--- src/ubsm_pkg.sv ---
package ubsm_pkg;
    // ------------------------------------------------------------
    // register map (plain port, byte addresses)
    // ------------------------------------------------------------
    localparam logic [3:0] ADDR_SERIAL_BUFFER = 4'h0; // tx write / rx read
    localparam logic [3:0] ADDR_SERIAL_CONTROL = 4'h1; // mode, enables, flags
    localparam logic [3:0] ADDR_POWER_CONTROL = 4'h2; // rate doubling
    localparam logic [3:0] ADDR_TIMER_RELOAD = 4'h3; // reload value of rate timer
    // ------------------------------------------------------------
    // control field positions
    // ------------------------------------------------------------
    localparam int CTL_RX_COMPLETE = 0;
    localparam int CTL_TX_COMPLETE = 1;
    localparam int CTL_RX_NINTH = 2;
    localparam int CTL_RX_ENABLE = 4;
    localparam int CTL_QUALIFY = 5;
    localparam int CTL_MODE_LO = 6;
    localparam int CTL_FRAME_ERR = 7;
    localparam int PWR_DOUBLE = 7;
    localparam logic [7:0] CTL_RESET = 8'h00;
    localparam logic [7:0] PWR_RESET = 8'h00;
    localparam logic [7:0] RELOAD_RESET = 8'h00;
    // ------------------------------------------------------------
    // timing constants
    // ------------------------------------------------------------
    localparam logic [2:0] STATES_PER_CYCLE = 3'h6; // six states S1..S6
    localparam logic [4:0] FIXED_DIV_SLOW = 5'h03; // 4 clocks per 16th bit: cpu/32
    localparam logic [4:0] FIXED_DIV_FAST = 5'h01; // 2 clocks per 16th bit: cpu/16
    localparam logic [8:0] RX_ASYNC_PRESET = 9'h1FF;
    localparam logic [8:0] RX_SHIFT_PRESET = 9'h0FE; // 11111110 in shift mode
    localparam logic [3:0] SAMPLE_A = 4'h7;
    localparam logic [3:0] SAMPLE_B = 4'h8;
    localparam logic [3:0] SAMPLE_C = 4'h9;
    // ------------------------------------------------------------
    // types
    // ------------------------------------------------------------
    typedef enum logic [1:0]
    {
        UBSM_MODE_SHIFT = 2'b00,
        UBSM_MODE_ASYNC8 = 2'b01,
        UBSM_MODE_FIXED9 = 2'b10,
        UBSM_MODE_VAR9 = 2'b11
    } ubsm_mode_t;
    typedef struct packed
    {
        logic [3:0] addr;
        logic [7:0] wdata;
        logic wr;
        logic rd;
    } ubsm_bus_t;
endpackage

--- src/ubsm_phase.sv ---
`timescale 1ns/1ns
`default_nettype none
// machine-cycle state counter: s_state 1..6, two phases each
module ubsm_phase
    import ubsm_pkg::*;
(
    input wire logic i_clock,
    input wire logic i_nrst,
    input wire logic i_enable,
    output logic [2:0] o_state,
    output logic o_phase2
);
    // ------------------------------------------------------------
    // state / phase sequencer
    // ------------------------------------------------------------
    wire logic [2:0] next_state = (o_state == STATES_PER_CYCLE) ? 3'h1 : o_state + 3'h1;
    // one clock per phase, so a machine cycle is twelve clocks
    always_ff @(posedge i_clock)
    begin
        if (!i_nrst)
        begin
            o_state <= 3'h1;
            o_phase2 <= 1'b0;
        end
        else if (i_enable)
        begin
            o_phase2 <= ~o_phase2;
            if (o_phase2)
                o_state <= next_state;
        end
    end
endmodule
`default_nettype wire

--- src/ubsm_vote.sv ---
`timescale 1ns/1ns
`default_nettype none
// three-sample majority bit detector
module ubsm_vote
    import ubsm_pkg::*;
(
    input wire logic i_clock,
    input wire logic i_nrst,
    input wire logic i_enable,
    input wire logic i_tick,
    input wire logic [3:0] i_count,
    input wire logic i_line,
    output logic o_bit
);
    // ------------------------------------------------------------
    // samples at counter states 7,8,9
    // ------------------------------------------------------------
    logic [2:0] samples; // three captured line values
    wire logic take = i_tick && (i_count == SAMPLE_A || i_count == SAMPLE_B
        || i_count == SAMPLE_C);
    always_ff @(posedge i_clock)
    begin
        if (!i_nrst)
            samples <= 3'h7;
        else if (i_enable && take)
            samples <= {samples[1:0], i_line};
    end
    // majority of three rejects a single noise spike
    assign o_bit = (samples[0] & samples[1]) | (samples[1] & samples[2])
        | (samples[0] & samples[2]);
endmodule
`default_nettype wire

--- src/ubsm_uart.sv ---
// The strobed register port and the register offsets are this design's own decisions.
`timescale 1ns/1ns
`default_nettype none
// Operation
// - shift mode: bit rate cpu/6
// - fixed 9-bit rate cpu/32 or cpu/16
// - variable rate follows timer overflow, doubling
// - shift mode: 8 bits LSB first on rx
// - shift tx write loads marker, send later
// - shift clock low S3-S5, shift S6P2
// - zero fill, marker ends send, flag
// - shift rx starts: enabled, flag clear
// - rx clock toggles, sample S5P2, shift S6P2
// - final rx shift loads buffer, flag
// - async frame start, 8 data, stop
// - async tx starts after counter rollover
// - start bit, then data, then shifts
// - marker reaches bit 0 (shift) or bit 1 (async): end, set flag
// - falling edge resets counter, presets 1FF
// - majority of samples 7, 8, 9
// - false start bit restarts hunting
// - nine-bit rx register, start reaches left
// - store only if flag clear, qualified
// - after final shift resume hunting
// - async rx needs receive enable
// - framing error sticky until cleared
// - double buffered, held while flag set
module ubsm_uart
    import ubsm_pkg::*;
#(
    parameter int DATA_W = 8
)
(
    input wire logic i_clock,
    input wire logic i_nrst,
    input wire logic i_enable,
    input wire logic [3:0] i_addr,
    input wire logic [7:0] i_wdata,
    input wire logic i_wr,
    input wire logic i_rd,
    output logic [7:0] o_rdata,
    input wire logic i_rxd_in,
    output logic o_rxd_out,
    output logic o_rxd_oe_n,
    output logic o_txd
);
    // ------------------------------------------------------------
    // bus decode
    // ------------------------------------------------------------
    ubsm_bus_t bus; // grouped register request
    assign bus = '{addr: i_addr, wdata: i_wdata, wr: i_wr, rd: i_rd};
    wire logic wr_buf = bus.wr && bus.addr == ADDR_SERIAL_BUFFER;
    wire logic wr_ctl = bus.wr && bus.addr == ADDR_SERIAL_CONTROL;
    wire logic wr_pwr = bus.wr && bus.addr == ADDR_POWER_CONTROL;
    wire logic wr_rel = bus.wr && bus.addr == ADDR_TIMER_RELOAD;
    // ------------------------------------------------------------
    // software state
    // ------------------------------------------------------------
    logic [7:0] ctl; // serial_control_reg
    logic [7:0] pwr; // power_control_reg
    logic [7:0] reload; // rate timer reload value
    logic [7:0] serial_buffer; // receive holding register
    logic tx_complete_flag;
    logic rx_complete_flag;
    logic rx_ninth_bit;
    logic framing_error_flag;
    wire ubsm_mode_t mode = ubsm_mode_t'({ctl[CTL_FRAME_ERR], ctl[CTL_MODE_LO]});
    wire logic baud_double_select = pwr[PWR_DOUBLE];
    wire logic rx_qualify_bit = ctl[CTL_QUALIFY];
    wire logic rx_en = ctl[CTL_RX_ENABLE];
    // ------------------------------------------------------------
    // machine cycle timing
    // ------------------------------------------------------------
    logic [2:0] st; // current S state
    logic p2; // high in phase 2
    ubsm_phase u_phase
    (
        .i_clock(i_clock),
        .i_nrst(i_nrst),
        .i_enable(i_enable),
        .o_state(st),
        .o_phase2(p2)
    );
    wire logic s6p2 = st == 3'h6 && p2;
    wire logic s1p1 = st == 3'h1 && !p2;
    wire logic s5p2 = st == 3'h5 && p2;
    // ------------------------------------------------------------
    // rate timer and 16x tick
    // ------------------------------------------------------------
    // the timer counts machine cycles, 8-bit auto reload
    logic [7:0] tmr;
    logic half; // overflow halving when not doubled
    logic [4:0] fixdiv; // fixed-rate prescaler
    wire logic tmr_ovf = s6p2 && tmr == 8'hFF;
    wire logic var_tick = tmr_ovf && (baud_double_select || half);
    wire logic fix_tick = fixdiv == 5'h00;
    wire logic tick = (mode == UBSM_MODE_FIXED9) ? fix_tick : var_tick;
    always_ff @(posedge i_clock)
    begin
        if (!i_nrst)
        begin
            tmr <= RELOAD_RESET;
            half <= 1'b0;
            fixdiv <= FIXED_DIV_SLOW;
        end
        else if (i_enable)
        begin
            if (s6p2)
                tmr <= (tmr == 8'hFF) ? reload : tmr + 8'h01;
            if (tmr_ovf)
                half <= ~half;
            // two clocks per cpu clock period: divider counts phases
            if (fix_tick)
                fixdiv <= baud_double_select ? FIXED_DIV_FAST : FIXED_DIV_SLOW;
            else
                fixdiv <= fixdiv - 5'h01;
        end
    end
    // ------------------------------------------------------------
    // transmit divide-by-16 counter (free running)
    // ------------------------------------------------------------
    logic [3:0] txcnt;
    wire logic tx_roll = tick && txcnt == 4'hF;
    always_ff @(posedge i_clock)
    begin
        if (!i_nrst)
            txcnt <= 4'h0;
        else if (i_enable && tick)
            txcnt <= txcnt + 4'h1;
    end
    // ------------------------------------------------------------
    // transmitter
    // ------------------------------------------------------------
    logic [DATA_W:0] txsr; // marker plus data
    logic tx_req; // write seen, waiting to start
    logic tx_pend; // shift mode one-cycle delay
    logic send; // send phase
    logic data_on; // async data drive
    wire logic tx_last = txsr[DATA_W:1] == {{(DATA_W-1){1'b0}}, 1'b1};
    wire logic async = mode != UBSM_MODE_SHIFT;
    // marker alone at the output: the final shift has just happened
    wire logic tx_done_sh = send && !async && s1p1 && txsr == (DATA_W+1)'(1);
    wire logic tx_done_as = send && async && tx_roll && data_on && tx_last;
    always_ff @(posedge i_clock)
    begin
        if (!i_nrst)
        begin
            txsr <= '0;
            tx_req <= 1'b0;
            tx_pend <= 1'b0;
            send <= 1'b0;
            data_on <= 1'b0;
        end
        else if (i_enable)
        begin
            if (wr_buf)
            begin
                txsr <= {1'b1, bus.wdata}; // marker into ninth place
                tx_req <= 1'b1;
                send <= 1'b0;
                data_on <= 1'b0;
            end
            else if (!async)
            begin
                // write stands at S6P2; send a full cycle later
                if (tx_req && s6p2)
                begin
                    tx_req <= 1'b0;
                    tx_pend <= 1'b1;
                end
                else if (tx_pend && s6p2)
                begin
                    tx_pend <= 1'b0;
                    send <= 1'b1;
                end
                else if (send && s6p2)
                    txsr <= {1'b0, txsr[DATA_W:1]}; // shift right, zero fill
                if (tx_done_sh)
                    send <= 1'b0;
            end
            else if (tx_roll)
            begin
                if (tx_req)
                begin
                    tx_req <= 1'b0;
                    send <= 1'b1; // start bit
                end
                else if (send && !data_on)
                    data_on <= 1'b1;
                else if (tx_done_as)
                begin
                    send <= 1'b0;
                    data_on <= 1'b0;
                end
                else if (send)
                    txsr <= {1'b0, txsr[DATA_W:1]};
            end
        end
    end
    // shift clock: low S3..S5, high S6,S1,S2
    wire logic shclk = !(st == 3'h3 || st == 3'h4 || st == 3'h5);
    // ------------------------------------------------------------
    // receiver
    // ------------------------------------------------------------
    logic [DATA_W:0] rxsr;
    logic rx_arm; // shift-mode start pending
    logic rx_act; // receive phase
    logic rx_samp; // pin sampled at S5P2
    logic rx_prev; // previous line for edge hunt
    logic [3:0] rxcnt; // receive divide-by-16
    logic rx_first; // still in start bit time
    logic rx_bit; // voted bit
    ubsm_vote u_vote
    (
        .i_clock(i_clock),
        .i_nrst(i_nrst),
        .i_enable(i_enable),
        .i_tick(tick),
        .i_count(rxcnt),
        .i_line(i_rxd_in),
        .o_bit(rx_bit)
    );
    wire logic fall = async && rx_en && !rx_act && rx_prev && !i_rxd_in;
    wire logic rx_roll = tick && rxcnt == 4'hF && rx_act;
    wire logic rx_fin_sh = !async && rx_act && s6p2 && !rxsr[DATA_W-1];
    wire logic rx_fin_as = async && rx_roll && !rx_first && !rxsr[DATA_W];
    // store only when flag clear and stop qualifies
    wire logic rx_store = rx_fin_as && !rx_complete_flag && (!rx_qualify_bit || rx_bit);
    always_ff @(posedge i_clock)
    begin
        if (!i_nrst)
        begin
            rxsr <= '1;
            rx_arm <= 1'b0;
            rx_act <= 1'b0;
            rx_samp <= 1'b1;
            rx_prev <= 1'b1;
            rxcnt <= 4'h0;
            rx_first <= 1'b0;
        end
        else if (i_enable)
        begin
            rx_prev <= i_rxd_in;
            if (s5p2)
                rx_samp <= i_rxd_in;
            if (!async)
            begin
                if (!rx_act && !rx_arm && rx_en && !rx_complete_flag)
                    rx_arm <= 1'b1;
                else if (rx_arm && s6p2)
                begin
                    rxsr <= RX_SHIFT_PRESET;
                    rx_arm <= 1'b0;
                    rx_act <= 1'b1;
                end
                else if (rx_act && s6p2)
                begin
                    rxsr <= {rxsr[DATA_W-1:0], rx_samp};
                    if (rx_fin_sh)
                        rx_act <= 1'b0;
                end
            end
            else if (fall)
            begin
                rxcnt <= 4'h0;
                rxsr <= RX_ASYNC_PRESET;
                rx_act <= 1'b1;
                rx_first <= 1'b1;
            end
            else if (rx_act && tick)
            begin
                rxcnt <= rxcnt + 4'h1;
                if (rx_roll)
                begin
                    if (rx_first && rx_bit)
                        rx_act <= 1'b0; // false start
                    else if (rx_fin_as)
                        rx_act <= 1'b0; // hunt again
                    else
                        rxsr <= {rxsr[DATA_W-1:0], rx_bit};
                    rx_first <= 1'b0;
                end
            end
        end
    end
    // ------------------------------------------------------------
    // flags and holding register (set wins over clear)
    // ------------------------------------------------------------
    wire logic set_ti = tx_done_sh || tx_done_as;
    wire logic set_ri = rx_fin_sh || rx_store;
    wire logic set_fe = rx_fin_as && !rx_bit;
    always_ff @(posedge i_clock)
    begin
        if (!i_nrst)
        begin
            ctl <= CTL_RESET;
            pwr <= PWR_RESET;
            reload <= RELOAD_RESET;
            serial_buffer <= 8'h00;
            tx_complete_flag <= 1'b0;
            rx_complete_flag <= 1'b0;
            rx_ninth_bit <= 1'b0;
            framing_error_flag <= 1'b0;
        end
        else if (i_enable)
        begin
            if (wr_ctl)
            begin
                ctl <= bus.wdata;
                tx_complete_flag <= bus.wdata[CTL_TX_COMPLETE];
                rx_complete_flag <= bus.wdata[CTL_RX_COMPLETE];
                rx_ninth_bit <= bus.wdata[CTL_RX_NINTH];
                framing_error_flag <= framing_error_flag & bus.wdata[CTL_FRAME_ERR];
            end
            if (wr_pwr)
                pwr <= bus.wdata;
            if (wr_rel)
                reload <= bus.wdata;
            if (set_ti)
                tx_complete_flag <= 1'b1;
            if (rx_fin_sh)
                serial_buffer <= {<<{rxsr[DATA_W-2:0], rx_samp}}; // first bit is lsb
            if (set_ri)
                rx_complete_flag <= 1'b1;
            if (rx_store)
            begin
                serial_buffer <= {<<{rxsr[DATA_W-1:0]}}; // replaces byte once flag cleared
                rx_ninth_bit <= rx_bit; // stop bit
            end
            if (set_fe)
                framing_error_flag <= 1'b1; // sticky
        end
    end
    // ------------------------------------------------------------
    // pins and read data (registered)
    // ------------------------------------------------------------
    wire logic [7:0] ctl_view = {framing_error_flag, ctl[6:3], rx_ninth_bit,
        tx_complete_flag, rx_complete_flag};
    wire logic [7:0] rd_mux = (bus.addr == ADDR_SERIAL_BUFFER) ? serial_buffer :
        (bus.addr == ADDR_SERIAL_CONTROL) ? ctl_view :
        (bus.addr == ADDR_POWER_CONTROL) ? pwr :
        (bus.addr == ADDR_TIMER_RELOAD) ? reload : 8'h00;
    wire logic sh_tx = !async && send;
    wire logic next_txd = async ? (!send || (data_on && txsr[0])) :
        ((sh_tx || rx_act) ? shclk : 1'b1);
    always_ff @(posedge i_clock)
    begin
        if (!i_nrst)
        begin
            o_rdata <= 8'h00;
            o_txd <= 1'b1;
            o_rxd_out <= 1'b1;
            o_rxd_oe_n <= 1'b1;
        end
        else if (i_enable)
        begin
            o_rdata <= bus.rd ? rd_mux : 8'h00;
            o_txd <= next_txd;
            o_rxd_out <= txsr[0];
            o_rxd_oe_n <= !sh_tx;
        end
    end
endmodule
`default_nettype wire

--- config.mk ---
export PLATFORM = sky130hd
export DESIGN_NAME = ubsm_uart
export DESIGN_NICKNAME = d
export VERILOG_FILES = /design/src/ubsm_pkg.sv /design/src/ubsm_phase.sv /design/src/ubsm_vote.sv /design/src/ubsm_uart.sv
export SDC_FILE = /design/constraint.sdc
export NUM_CORES = 1
export LEC_CHECK = 0
export ABC_CLOCK_PERIOD_IN_PS = 2800
export BUFFER_PORTS_ARGS = -buffer_cell sky130_fd_sc_hd__clkbuf_2
export CORE_MARGIN = 5
export CORE_UTILIZATION = 50
export CTS_BUF_LIST = sky130_fd_sc_hd__clkbuf_16
export DETAILED_ROUTE_END_ITERATION = 8
export PLACE_DENSITY_LB_ADDON = 0.05
export SETUP_SLACK_MARGIN = 0.5
export SYNTH_ARGS = -nofsm -noshare
export SYNTH_HDL_FRONTEND = slang
export SYNTH_SLANG_ARGS = --single-unit
--- constraint.sdc ---
create_clock -name i_clock -period 2.8 [get_ports i_clock]
set_input_delay 0.28 -clock i_clock [delete_from_list [all_inputs] [get_ports i_clock]]
set_output_delay 0.28 -clock i_clock [all_outputs]
set_load 0.1 [all_outputs]
==> results, run 1 <==
- The flow ran to the end, and the final reports show no timing, DRC or antenna violations.
- Port buffering added 28 buffers.
- At the end of routability-driven placement, the weighted congestion stood at 0.875.
- The detailed router's first-iteration violation count is 378.
- The slew at the pin with the worst max-slew slack is 623 ps.
- Counting distinct cell types in the post-synthesis netlist gives 69.
- The max-slew violation total from the final report is 0.
- The total leakage power is 0.00212 µW.
- The worst-path maximum fanout is 8.
- Derived from the worst setup path, the maximum achievable clock frequency is 0.462 GHz.
- In the final routed layout, each cell accounts on average for 17.5 µm.
- The worst clock skew is 9.07 ps.
- In this run the cell area of the synthesized design comes to 5030 µm².
- The via count of the first global-routing pass was 4164.
- After clock tree synthesis, the clock-pin slew on the worst setup and hold paths is 70 ps.
- The area added between synthesis and finish is 11.4%.
- The die covers 12200 µm².
- The accumulated negative setup slack is 0 ps.
- Of the available clock period, the critical path in the final layout requires 77.3%.
- 0 antenna diodes ended up in the layout.
- For this block, the via count after detailed routing is 4369.
- In the final layout, flip-flops and latches occupy 2000 µm².
- The post-layout worst setup margin is 635 ps.
- In the layout the commonest cells are 99 x dfxtp_1, 58 x nor2_1, 54 x nand2_1.
- Counting flops with a built-in enable in the synthesized netlist gives 0.
- The post-synthesis cell count is 568.
- Prior to clock tree synthesis, the placed netlist has a worst setup slack of 474 ps.
- The global-route wire length before repair is 21.1 mm.
- The initial utilization of the core area, before any placement, comes to 51.5%.
- The floorplan core area is around 10000 µm².
- The share of flip-flops with an asynchronous set or reset is 0%.
- The number of buffers added to fix hold violations after cts is 0.
- The HPWL after detailed placement is 8.93 mm.
- The most common library cell in the layout ignoring fill and taps is dfxtp_1.
- The portion of synthesized cell area occupied by the leading cell type is 39.8%.
- The synthesized design contains 100 register bits.
- In this run, CTS created clock tree buffers numbering 9.
- The Yosys step of the flow raised 0 warnings.
- Summed over all layers, the global routing overflow is 0.
- Measured along the x axis, the die boundary spans 110 µm.
- The largest total area in the synthesized netlist belongs to dfxtp_1.
- The number of hold-slack violations in the final timing report is 0.
- In the synthesized netlist the dominant register cell turns out to be dfxtp_1.
- The initialized floorplan defines 36 standard-cell rows.
- The y dimension of the die is roughly 110 µm.
- The clock drives 100 sinks.
- For the worst setup path, the data required time is 3040 ps.
- The arrival time reported for the critical path endpoint is 2400 ps.
- The worst slew margin relative to its limit is 58.2%.
- Each instance of the synthesized netlist takes up on average 8.86 µm².
- The global router's overall resource usage is 22.4%.
- The CTS tree is yes.
- Setup repair after global routing left no endpoint under its margin.
- The first TritonRoute pass finished after 5 iterations.
- By area the synthesized netlist is led by dfxtp_1 40%, mux2i_1 7.6%, nor2_1 4.3%.
- The kind of start point of the critical path is a register.
- The worst hold path belongs to the class input port to register.
- The max-capacitance violation count is 0.
- The count of pins on the block boundary is 29.
- The net count reported at finish is ~610.
- The area of the multi-input gates is between 2000 and 3000 µm².
- The CTS H-tree depth is 3.
- The share of layout cells above drive strength 1 is 13.5%.
- The smallest clock period supported by the final layout is computed as 2160 ps.
- Setup violations remaining at the end of the flow were counted as 0.
- The sequential cell area fraction in the yosys report is between 30% and 40%.
- The total routed wirelength is 12.6 mm.
- The clock passes through at most 2 buffers.
- In the routed layout, each cell is associated on average with a via count of between 6 and 7.
- The cell area power density is around 540 nW/µm².
- Entering global routing, the biggest net connects 51 pins.
- The net count after synthesis is 593.
- Clock tree synthesis selected as its root buffer the cell clkbuf_16.
- The number of antenna violations at the first check in global routing is 0.
- The largest vdd supply drop is 0.506 mV.
- The remaining number of nets flagged by the antenna check after routing is 0.
- The total power is 3030 µW.
- The clock reaches the later pin of the worst-skew pair after roughly 350 ps.
- For this run, design rule violations remaining after detail routing come to 0.
- The worst setup path is captured at a register.
- The filler cells instantiated in the layout total approximately 960.
- The classification of the worst setup path is register to register.
[timing repair]
action | in CTS | in global routing
buffers inserted | 0 | 2
gates resized for setup | 1 | 2
setup endpoints to repair | 9 | 25
pin swaps | 0 | 1
gates cloned | 0 | 0
[flip-flops by register name, summed over array words and instances, names as in the netlist, 3 cells and up]
signal,flops
o_rdata,8
rxcnt,4
serial_buffer,8
rxsr,9
txcnt,4
ctl,5
tmr,8
txsr,9
u_vote.samples,3
u_phase.o_state,3
fixdiv,5
reload,8
pwr,8
[metrics by stage]
stage | hold WS (ps) | std cells | util [%] | cell area (µm²)
2_1_floorplan | 405 | 568 | - | 5030
3_5_place_dp | 458 | 706 | 53.6 | 5240
6_report | 215 | 724 | 57.3 | 5600
3_3_place_gp | 449 | 706 | 53.6 | 5240
4_1_cts | 208 | 722 | 57.1 | 5580
5_1_grt | 230 | 724 | 57.3 | 5600
[worst paths after layout]
check                                        startpoint                             to  slack, ps  depth (start not counted)
worst min register to register  o_rdata[0]$_SDFFE_PN0P_        o_rdata[0]$_SDFFE_PN0P_        460                          2
worst max register to register   fixdiv[0]$_SDFFE_PN1P_  serial_buffer[3]$_SDFFE_PN0P_        640                          7
worst max-delay path             fixdiv[0]$_SDFFE_PN1P_  serial_buffer[3]$_SDFFE_PN0P_        640                          7
worst min-delay path                               i_rd        o_rdata[0]$_SDFFE_PN0P_        220                          3
[where the power goes]
part / internal [µW] / leakage, µW / switching (µW) / total (µW)
logic: 54.3 / 0.00116 / 116 / 170
registers: 1440 / 0.000808 / 18.6 / 1460
clock network: 869 / 0.000159 / 539 / 1410
total: 2360 / 0.00212 / 674 / 3030
[logic make-up (layout without fill, tap and decap cells)]
group           after synthesis  after routing  share of synthesized area (%)
compound gates              133            133                           19.5
xor+xnor                     10             10                           1.74
fa+ha+maj                     8              8                           1.96
buf+inv                      49             72                           4.67
flops                       100            100                           39.8
mux                          38             38                           7.56
simple gates                230            230                           24.8
[cell type report]
type	instances	share of cell area, %
multi-input cells	419	50.0
flip-flops and latches	100	35.7
clock buffers	9	4.02
inverters	16	1.07
repair buffers	40	4.11
well taps	133	2.97
clock inverters	7	2.08
[per-layer routing]
metal	track usage (%)	vias to the layer above	part of all wire, %
met5	0	-	0
met4	7.12	0	2.0
met3	5.36	20	5.4
met2	35.6	134	45
met1	30.0	2057	47
li1	-	2158	-
[critical path: stages, from the launching register on]
cell and delay, ps:
dfxtp_1 330, inv_1 100, ha_1 140, nor4b_2 460
a22o_4 270, nand4_2 120, a31o_4 290, a221o_1 340
[synthesized netlist by cell type, types with 11 or more instances]
library cell	number
dfxtp_1	100
nor2_1	58
nand2_1	54
mux2i_1	38
a21oi_1	37
nand3_1	26
clkbuf_1	19
nor3_1	18
inv_1	16
o21ai_0	15
nor4_1	14
a22o_1	13
a31oi_1	12
and3_1	11
Note: power is estimated with default switching activity, not from simulation.
==> run 2, diff against run 1 <==
--- a/config.mk
+++ b/config.mk
@@ -5,7 +5,7 @@
 export SDC_FILE = /design/constraint.sdc
 export NUM_CORES = 1
 export LEC_CHECK = 0
-export ABC_CLOCK_PERIOD_IN_PS = 2800
+export ABC_CLOCK_PERIOD_IN_PS = 2200
 export BUFFER_PORTS_ARGS = -buffer_cell sky130_fd_sc_hd__clkbuf_2
 export CORE_MARGIN = 5
 export CORE_UTILIZATION = 50
==> constraint.sdc (replaced) <==
create_clock -name i_clock -period 2.2 [get_ports i_clock]
set_input_delay 0.22 -clock i_clock [delete_from_list [all_inputs] [get_ports i_clock]]
set_output_delay 0.22 -clock i_clock [all_outputs]
set_load 0.1 [all_outputs]
==> results, run 2 (synthesized netlist as in run 1, its figures left out) <==
- The remaining number of nets flagged by the antenna check after routing is 0 (unchanged).
- The max-slew violation total from the final report is 0 (unchanged).
- The clock buffer count from CTS is 9 (unchanged).
- The count of unresolved DRC violations after routing is 0 (unchanged).
- The vias after detailed routing is 4566 (+4.5%).
- The via count of the first global-routing pass is 4342 (+4.3%).
- The flow ran to the end, and the final reports show no timing, DRC or antenna violations.
- The pin count of the biggest net entering global routing came to 37 (-27%).
- The placement row count is 36 (unchanged).
- The shortest clock period the worst path allows after layout is 1840 ps (-327 ps).
- The starting utilization of the core area is 51.5% (unchanged).
- Walking the worst path, the cells encountered are inv_2, ha_4, nor4b_4, a22o_4, nand4_4, a31o_4, a221o_1.
- The max-capacitance violation count came to 0 (unchanged).
- The classification of the worst setup path is register to register.
- The final instance count without filler cells is 761 (+5.1%).
- The post-placement cell count was 720 (+2.0%).
- The count of endpoints failing setup in the final report came to 0 (unchanged).
- The final routed wire length divided by cell count is 18.4 µm (+5.1%).
- The part of the total power dissipated in the clock network is 48.9% (+2.5 points).
- The switching power summed over all nets is 881 µW (+31%).
- The critical path capture point type is a register.
- The cell area power density came to 654 nW/µm² (+21%).
- The total routed wirelength came to 14.0 mm (+10%).
- The part of the cycle the worst path needs is 83.5% (+6.2 points).
- The CTS H-tree depth is 3 (unchanged).
- The clock network latency to the later pin of the worst-skew pair came to 340 ps (about the same).
- The share of layout cells above drive strength 1 is 27.7% (+14 points).
- The most common library cell in the layout ignoring fill and taps is dfxtp_1.
- The maximum clock rate is 0.544 GHz (+18%).
- The global-route wire length before repair is 22.4 mm (+5.8%).
- The last weighted congestion value of the routability-driven placer is 0.851 (-2.7%).
- The arrival time reported for the critical path endpoint came to 2070 ps (-330 ps).
- The required arrival time at the worst endpoint is 2430 ps (-610 ps).
- The horizontal extent of the die is 110 µm (unchanged).
- The worst setup path is launched from a register.
- TritonCTS built the clock tree.
- The count of buffers inserted at the top-level ports is 28 (unchanged).
- The worst min-delay path class is input port to register.
- The total leakage power is 0.00239 µW (+13%).
- The post-route cell area is 6340 µm² (+13%).
- The number of antenna cells inserted was 0 (unchanged).
- The worst clock skew came to 6.22 ps (-2.86 ps).
- The library cells used most frequently in the layout, excluding fill and tap cells, are 85 x dfxtp_1, 55 x nor2_1, 53 x nand2_1.
- The largest registers in the layout are rxsr (9), txsr (9).
- The floorplan core area is 9770 µm² (unchanged).
- Setup repair after global routing could not meet its margin everywhere.
- The relative contribution of sequential cells to total power was 44.6% (-3.4 points).
- The via density per instance was 6.00 (-0.57%).
- The final-layout fill cell count is 846 (-12%).
- The slew at the pin with the worst max-slew slack was 696 ps (+73.0 ps).
- The number of hold-slack violations in the final timing report came to 0 (unchanged).
- The switching share of total power is 21.3% (-0.92 points).
- The die outline area was 12200 µm² (unchanged).
- The net count reported at finish is 648 (+6.1%).
- The worst slew margin relative to its limit is 53.3% (-4.9 points).
- The stage delay of the slowest cell on the critical path is 320 ps (-140 ps).
- The internal portion of total power is 3260 µW (+38%).
- The count of pins on the block boundary is 29 (unchanged).
- The worst-case hold slack was 157 ps (-58.3 ps).
- The y dimension of the die came to 110 µm (unchanged).
- The clock slew seen by the registers of the worst setup and hold paths was 70 ps (about the same).
- The detailed router's first-iteration violation count is 362 (-4.2%).
- The library cell contributing the largest single delay on the critical path is dfxtp_2.
- The global-route congestion overflow total was 0 (unchanged).
- The largest vdd supply drop is 0.476 mV (-6.0%).
- The combinational group share of total power is 6.6% (+1.0 points).
- The number of antenna violations at the first check in global routing is 0 (unchanged).
- The number of buffers and inverters on the critical path is 1 (unchanged).
- Among cell families on the critical path, the largest total delay comes from compound AO/OA/AOI/OAI gates.
- The tree is rooted in a clkbuf_16.
- The half-perimeter wire length after detailed placement is 9.46 mm (+6.0%).
- The number of buffers on the longest clock path is 2 (unchanged).
- The number of iterations in the first detailed-routing pass is 6 (+1).
- The TritonCTS sink count is 100 (unchanged).
- The worst-path maximum fanout is 8 (unchanged).
- The standard cell area after detailed placement is 5390 µm² (+2.9%).
- The accumulated negative setup slack came to 0 ps (unchanged).
- The global router's overall resource usage is 23.7% (+1.3 points).
- Compared with the post-synthesis result, the final layout area differs by 25.9%.
## run 2: changes by cell type in the layout (fill, tap and decap cells not counted), moves of 4 or more
cell      change
a21oi_2       +6
a311oi_2      +6
buf_4        +28
a21oi_1       -7
dfxtp_1      -14
dfxtp_4       +4
buf_6         +5
nand3_1       -5
nor4_1        -4
a311oi_1      -6
dfxtp_2      +10
nand3_4       +5
## run 2: routing by layer
layer | track usage (%) | share of wire (%) | vias to the layer above | routed length, µm
met5 | 0 | 0 | - | 0
met1 | 31.4 | 46 | 2186 | 6390
met4 | 9.50 | 1.8 | 0 | 258
met2 | 38.5 | 47 | 136 | 6630
met3 | 3.84 | 4.9 | 18 | 690
li1 | - | - | 2226 | -
## run 2: repair_timing
action / 4_1_cts / 5_1_grt
pin swaps: 31 / 24
hold buffers: 0 / 0
gates resized for setup: 38 / 47
cloned: 1 / 0
endpoints found under the setup margin: 44 / 49
setup buffers: 15 / 9
## run 2: area by class of cell
class | instances | area [µm²] | share of cell area, %
well taps | 133 | 166 | 2.63
clock inverters | 7 | 163 | 2.57
repair buffers | 76 | 547 | 8.63
clock buffers | 9 | 225 | 3.55
inverters | 16 | 60.1 | 0.948
multi-input cells | 420 | 3150 | 49.6
flip-flops and latches | 100 | 2030 | 32.0
## run 2: worst paths after layout
path | startpoint | endpoint | slack [ps] | cells past startpoint
setup / recovery | fixdiv[1]$_SDFFE_PN1P_ | serial_buffer[2]$_SDFFE_PN0P_ | 360 | 7
hold / removal | i_rd | o_rdata[0]$_SDFFE_PN0P_ | 160 | 3
setup reg to reg | fixdiv[1]$_SDFFE_PN1P_ | serial_buffer[2]$_SDFFE_PN0P_ | 360 | 7
hold reg to reg | ctl[3]$_SDFFE_PN0P_ | ctl[3]$_SDFFE_PN0P_ | 460 | 2
## run 2: worst register-to-register path, stage by stage, from the launching register on
cell and delay [ps]:
dfxtp_2 320, inv_2 70, ha_4 120, nor4b_4 280, a22o_4 260, nand4_4 90, a31o_4 270, a221o_1 310
## run 2: per-stage QoR
| step | power [µW] | worst slack, ps | util, % |
|---|---|---|---|
| detailed placement | 2120 | 51.8 | 55.2 |
| CTS | 4150 | 368 | 62.2 |
| global placement | 2120 | 126 | 55.2 |
| global route | 4270 | 297 | 64.8 |
| finish | 4140 | 363 | 64.8 |
| floorplan | 2040 | 284 | - |
## run 2: power by group through the flow
stage               clock network (µW)  registers [µW]  logic (µW)
floorplan                            0            1900         140
global placement                     0            1890         230
detailed placement                   0            1890         233
CTS                               2050            1850         254
global route                      2130            1850         292
finish                            2020            1850         272
==> run 3, diff against run 2 <==
--- a/config.mk
+++ b/config.mk
@@ -5,7 +5,7 @@
 export SDC_FILE = /design/constraint.sdc
 export NUM_CORES = 1
 export LEC_CHECK = 0
-export ABC_CLOCK_PERIOD_IN_PS = 2200
+export ABC_CLOCK_PERIOD_IN_PS = 1500
 export BUFFER_PORTS_ARGS = -buffer_cell sky130_fd_sc_hd__clkbuf_2
 export CORE_MARGIN = 5
 export CORE_UTILIZATION = 50
==> constraint.sdc (replaced) <==
create_clock -name i_clock -period 1.5 [get_ports i_clock]
set_input_delay 0.15 -clock i_clock [delete_from_list [all_inputs] [get_ports i_clock]]
set_output_delay 0.15 -clock i_clock [all_outputs]
set_load 0.1 [all_outputs]
==> results, run 3 (synthesized netlist as in run 1, its figures left out) <==
- The worst setup slack for register-to-register paths came to -360 ps (-720 ps).
- The number of cells traversed by the worst hold path is 3 (unchanged).
- met2 is the most crowded layer.
- The clock slew seen by the registers of the worst setup and hold paths is 70 ps (about the same).
- The maximum clock rate came to 0.539 GHz (-0.96%).
- The max-slew violation total from the final report is 0 (unchanged).
- The required arrival time at the worst endpoint is 1740 ps (-690 ps).
- The net count reported at finish came to 745 (+15%).
- The total routed wirelength is 16.5 mm (+18%).
- The last weighted congestion value of the routability-driven placer is 0.914 (+7.5%).
- The vias after detailed routing is 5133 (+12%).
- The area of the multi-input gates is 3420 µm² (+8.8%).
- The met3 usage in global routing is 6.12% (+2.3 points).
- The die outline area was 12200 µm² (unchanged).
- The clock buffer count from CTS is 9 (unchanged).
- Setup repair after global routing could not meet its margin everywhere.
- The pin count of the biggest net entering global routing is 33 (-11%).
- The horizontal extent of the die is 110 µm (unchanged).
- The final-layout fill cell count is 700 (-17%).
- The via density per instance was 5.98 (-0.29%).
- The number of buffers on the longest clock path is 2 (unchanged).
- The count of unresolved DRC violations after routing is 0 (unchanged).
- The critical path launch point is fixdiv[0]$_SDFFE_PN1P_.
- The TritonCTS sink count is 100 (unchanged).
- The largest vdd supply drop is 0.846 mV (+78%).
- The classification of the worst setup path is register to register.
- The kind of start point of the critical path is a register.
- TritonCTS built the clock tree.
- The starting utilization of the core area came to 51.5% (unchanged).
- The number of cells on the worst reg-to-reg path came to 7 (unchanged).
- The run finished, with violations left.
- The worst clock skew is 9.58 ps (+3.36 ps).
- In this run the critical register-to-register path is launched from fixdiv[0]$_SDFFE_PN1P_.
- The part of the cycle the worst path needs is 124% (+40 points).
- The half-perimeter wire length after detailed placement is 10.7 mm (+13%).
- The area growth from synthesis to layout is 51.4%.
- The y dimension of the die is 110 µm (unchanged).
- The detailed router's first-iteration violation count is 495 (+37%).
- The stage delay of the slowest cell on the critical path was 340 ps (+20 ps).
- STA classifies the critical path endpoint as a register.
- The number of iterations in the first detailed-routing pass is 5 (-1).
- Grouping stages by cell kind, the critical path spends the most delay in compound AO/OA/AOI/OAI gates.
- The checks that failed: negative setup slack.
- The accumulated negative setup slack was -12130 ps (-12130 ps).
- The global-route congestion overflow total came to 0 (unchanged).
- The floorplan core area came to 9770 µm² (unchanged).
- The critical path ends at serial_buffer[5]$_SDFFE_PN0P_.
- The share of layout cells above drive strength 1 is 47.0% (+19 points).
- The count of endpoints failing setup in the final report was 49 (+49).
- The via count of the first global-routing pass is 5038 (+16%).
- The top cell types in the final layout, fill and taps aside, are 112 x buf_4, 67 x dfxtp_1, 46 x nor2_1.
- The largest individual stage delay along the critical path comes from the cell a221o_1.
- Traced cell by cell, the critical path runs through inv_2, ha_4, nor4b_4, a22o_4, nand4_4, a31o_4, a221o_1.
- The clock network latency to the later pin of the worst-skew pair is 360 ps (+20 ps).
- The number of buffers and inverters on the critical path is 1 (unchanged).
- The CTS H-tree depth was 3 (unchanged).
- The number of hold-slack violations in the final timing report is 0 (unchanged).
- The worst min-delay path class is input port to register.
- The count of buffers inserted at the top-level ports was 28 (unchanged).
- The most common library cell in the layout ignoring fill and taps is buf_4.
- The worst slew margin relative to its limit came to 73.8% (+21 points).
- The fraction of met1 tracks used by global routing is 33.2% (+1.8 points).
- The total leakage power is 0.00302 µW (+26%).
- The area occupied by registers is 2050 µm² (+0.86%).
- The shortest clock period the worst path allows after layout is 1860 ps (+17.8 ps).
- The cell area power density was 717 nW/µm² (+9.7%).
- In this run the clock root is driven by a clkbuf_16.
- The global router's overall resource usage came to 27.3% (+3.6 points).
- The path length in cells of the critical path is 7 (unchanged).
- The final routed wire length divided by cell count came to 19.2 µm (+4.8%).
- The remaining number of nets flagged by the antenna check after routing is 0 (unchanged).
- The post-layout worst setup margin is -355 ps (-718 ps).
- The count of pins on the block boundary is 29 (unchanged).
- The number of buffers added to fix hold violations after cts was 0 (unchanged).
- The worst-path maximum fanout is 8 (unchanged).
- The slew at the pin with the worst max-slew slack was 393 ps (-303 ps).
- The met2 routing resource usage after global routing came to 47.4% (+8.9 points).
- The largest registers in the layout are rxsr (9), txsr (9).
- The placement row count came to 36 (unchanged).
- The global-route wire length before repair came to 25.6 mm (+14%).
- The number of antenna violations at the first check in global routing is 0 (unchanged).
- The arrival time reported for the critical path endpoint is 2100 ps (+30 ps).
- The worst-case hold slack was 89.2 ps (-67.9 ps).
- The number of antenna cells inserted is 0 (unchanged).
- The max-capacitance violation count was 0 (unchanged).
- The destination of the worst register-to-register timing path is serial_buffer[5]$_SDFFE_PN0P_.
-- run 3: cell count changes in the layout (fill, tap and decap cells not counted), sizes merged --
cell	change
buf	+100
clkbuf	-3
bufinv	-5
clkinvlp	+1
inv	+4
-- run 3: timing repair --
action                                  in CTS  in global routing
pin swaps                                   79                 39
endpoints found under the hold margin        0                  0
buffers inserted                            13                 13
cloned                                       1                  0
gates resized for setup                    122                 69
endpoints found under the setup margin     107                107
-- run 3: final cells by class --
cell class	instances	area share, %
multi-input combinational	420	44.9
inverter	16	0.788
clock inverter	7	0.657
clock buffer	9	2.96
timing repair buffer	173	21.7
sequential	100	26.9
tap	133	2.18
-- run 3: worst min path at each step --
stage                        start                      end  slack (ps)
final                         i_rd  o_rdata[0]$_SDFFE_PN0P_          90
after CTS                     i_rd  o_rdata[0]$_SDFFE_PN0P_          70
after global routing          i_rd  o_rdata[0]$_SDFFE_PN0P_         110
after floorplan           i_rxd_in     rx_samp$_SDFFE_PN1P_         280
after global placement        i_rd  o_rdata[0]$_SDFFE_PN0P_         440
after detailed placement      i_rd  o_rdata[0]$_SDFFE_PN0P_         440
-- run 3: worst min-delay path, cell delays in order --
cell and delay [ps]:
clkbuf_2 110, nand3_1 90, a21oi_1 60
-- run 3: metrics by stage --
stage / setup WS [ps] / area, µm² / std cells / power, µW / util (%)
final: -355 / 7620 / 858 / 5470 / 78.0
after global routing: -411 / 7620 / 858 / 5680 / 78.0
after CTS: -330 / 7220 / 845 / 5420 / 73.8
after detailed placement: -389 / 6270 / 815 / 3200 / 64.1
after global placement: -331 / 6270 / 815 / 3190 / 64.1
after floorplan: -416 / 5260 / 568 / 3010 / -
-- run 3: routing by layer --
layer,wire length [µm],vias to the layer above
li1,-,2414
met1,6940,2513
met2,8220,168
met3,888,38
met4,455,0
met5,0,-
-- run 3: power by group --
group / internal, µW / switching (µW) / total, µW
logic: 239 / 316 / 555
clock network: 1130 / 1070 / 2200
registers: 2680 / 27.9 / 2710
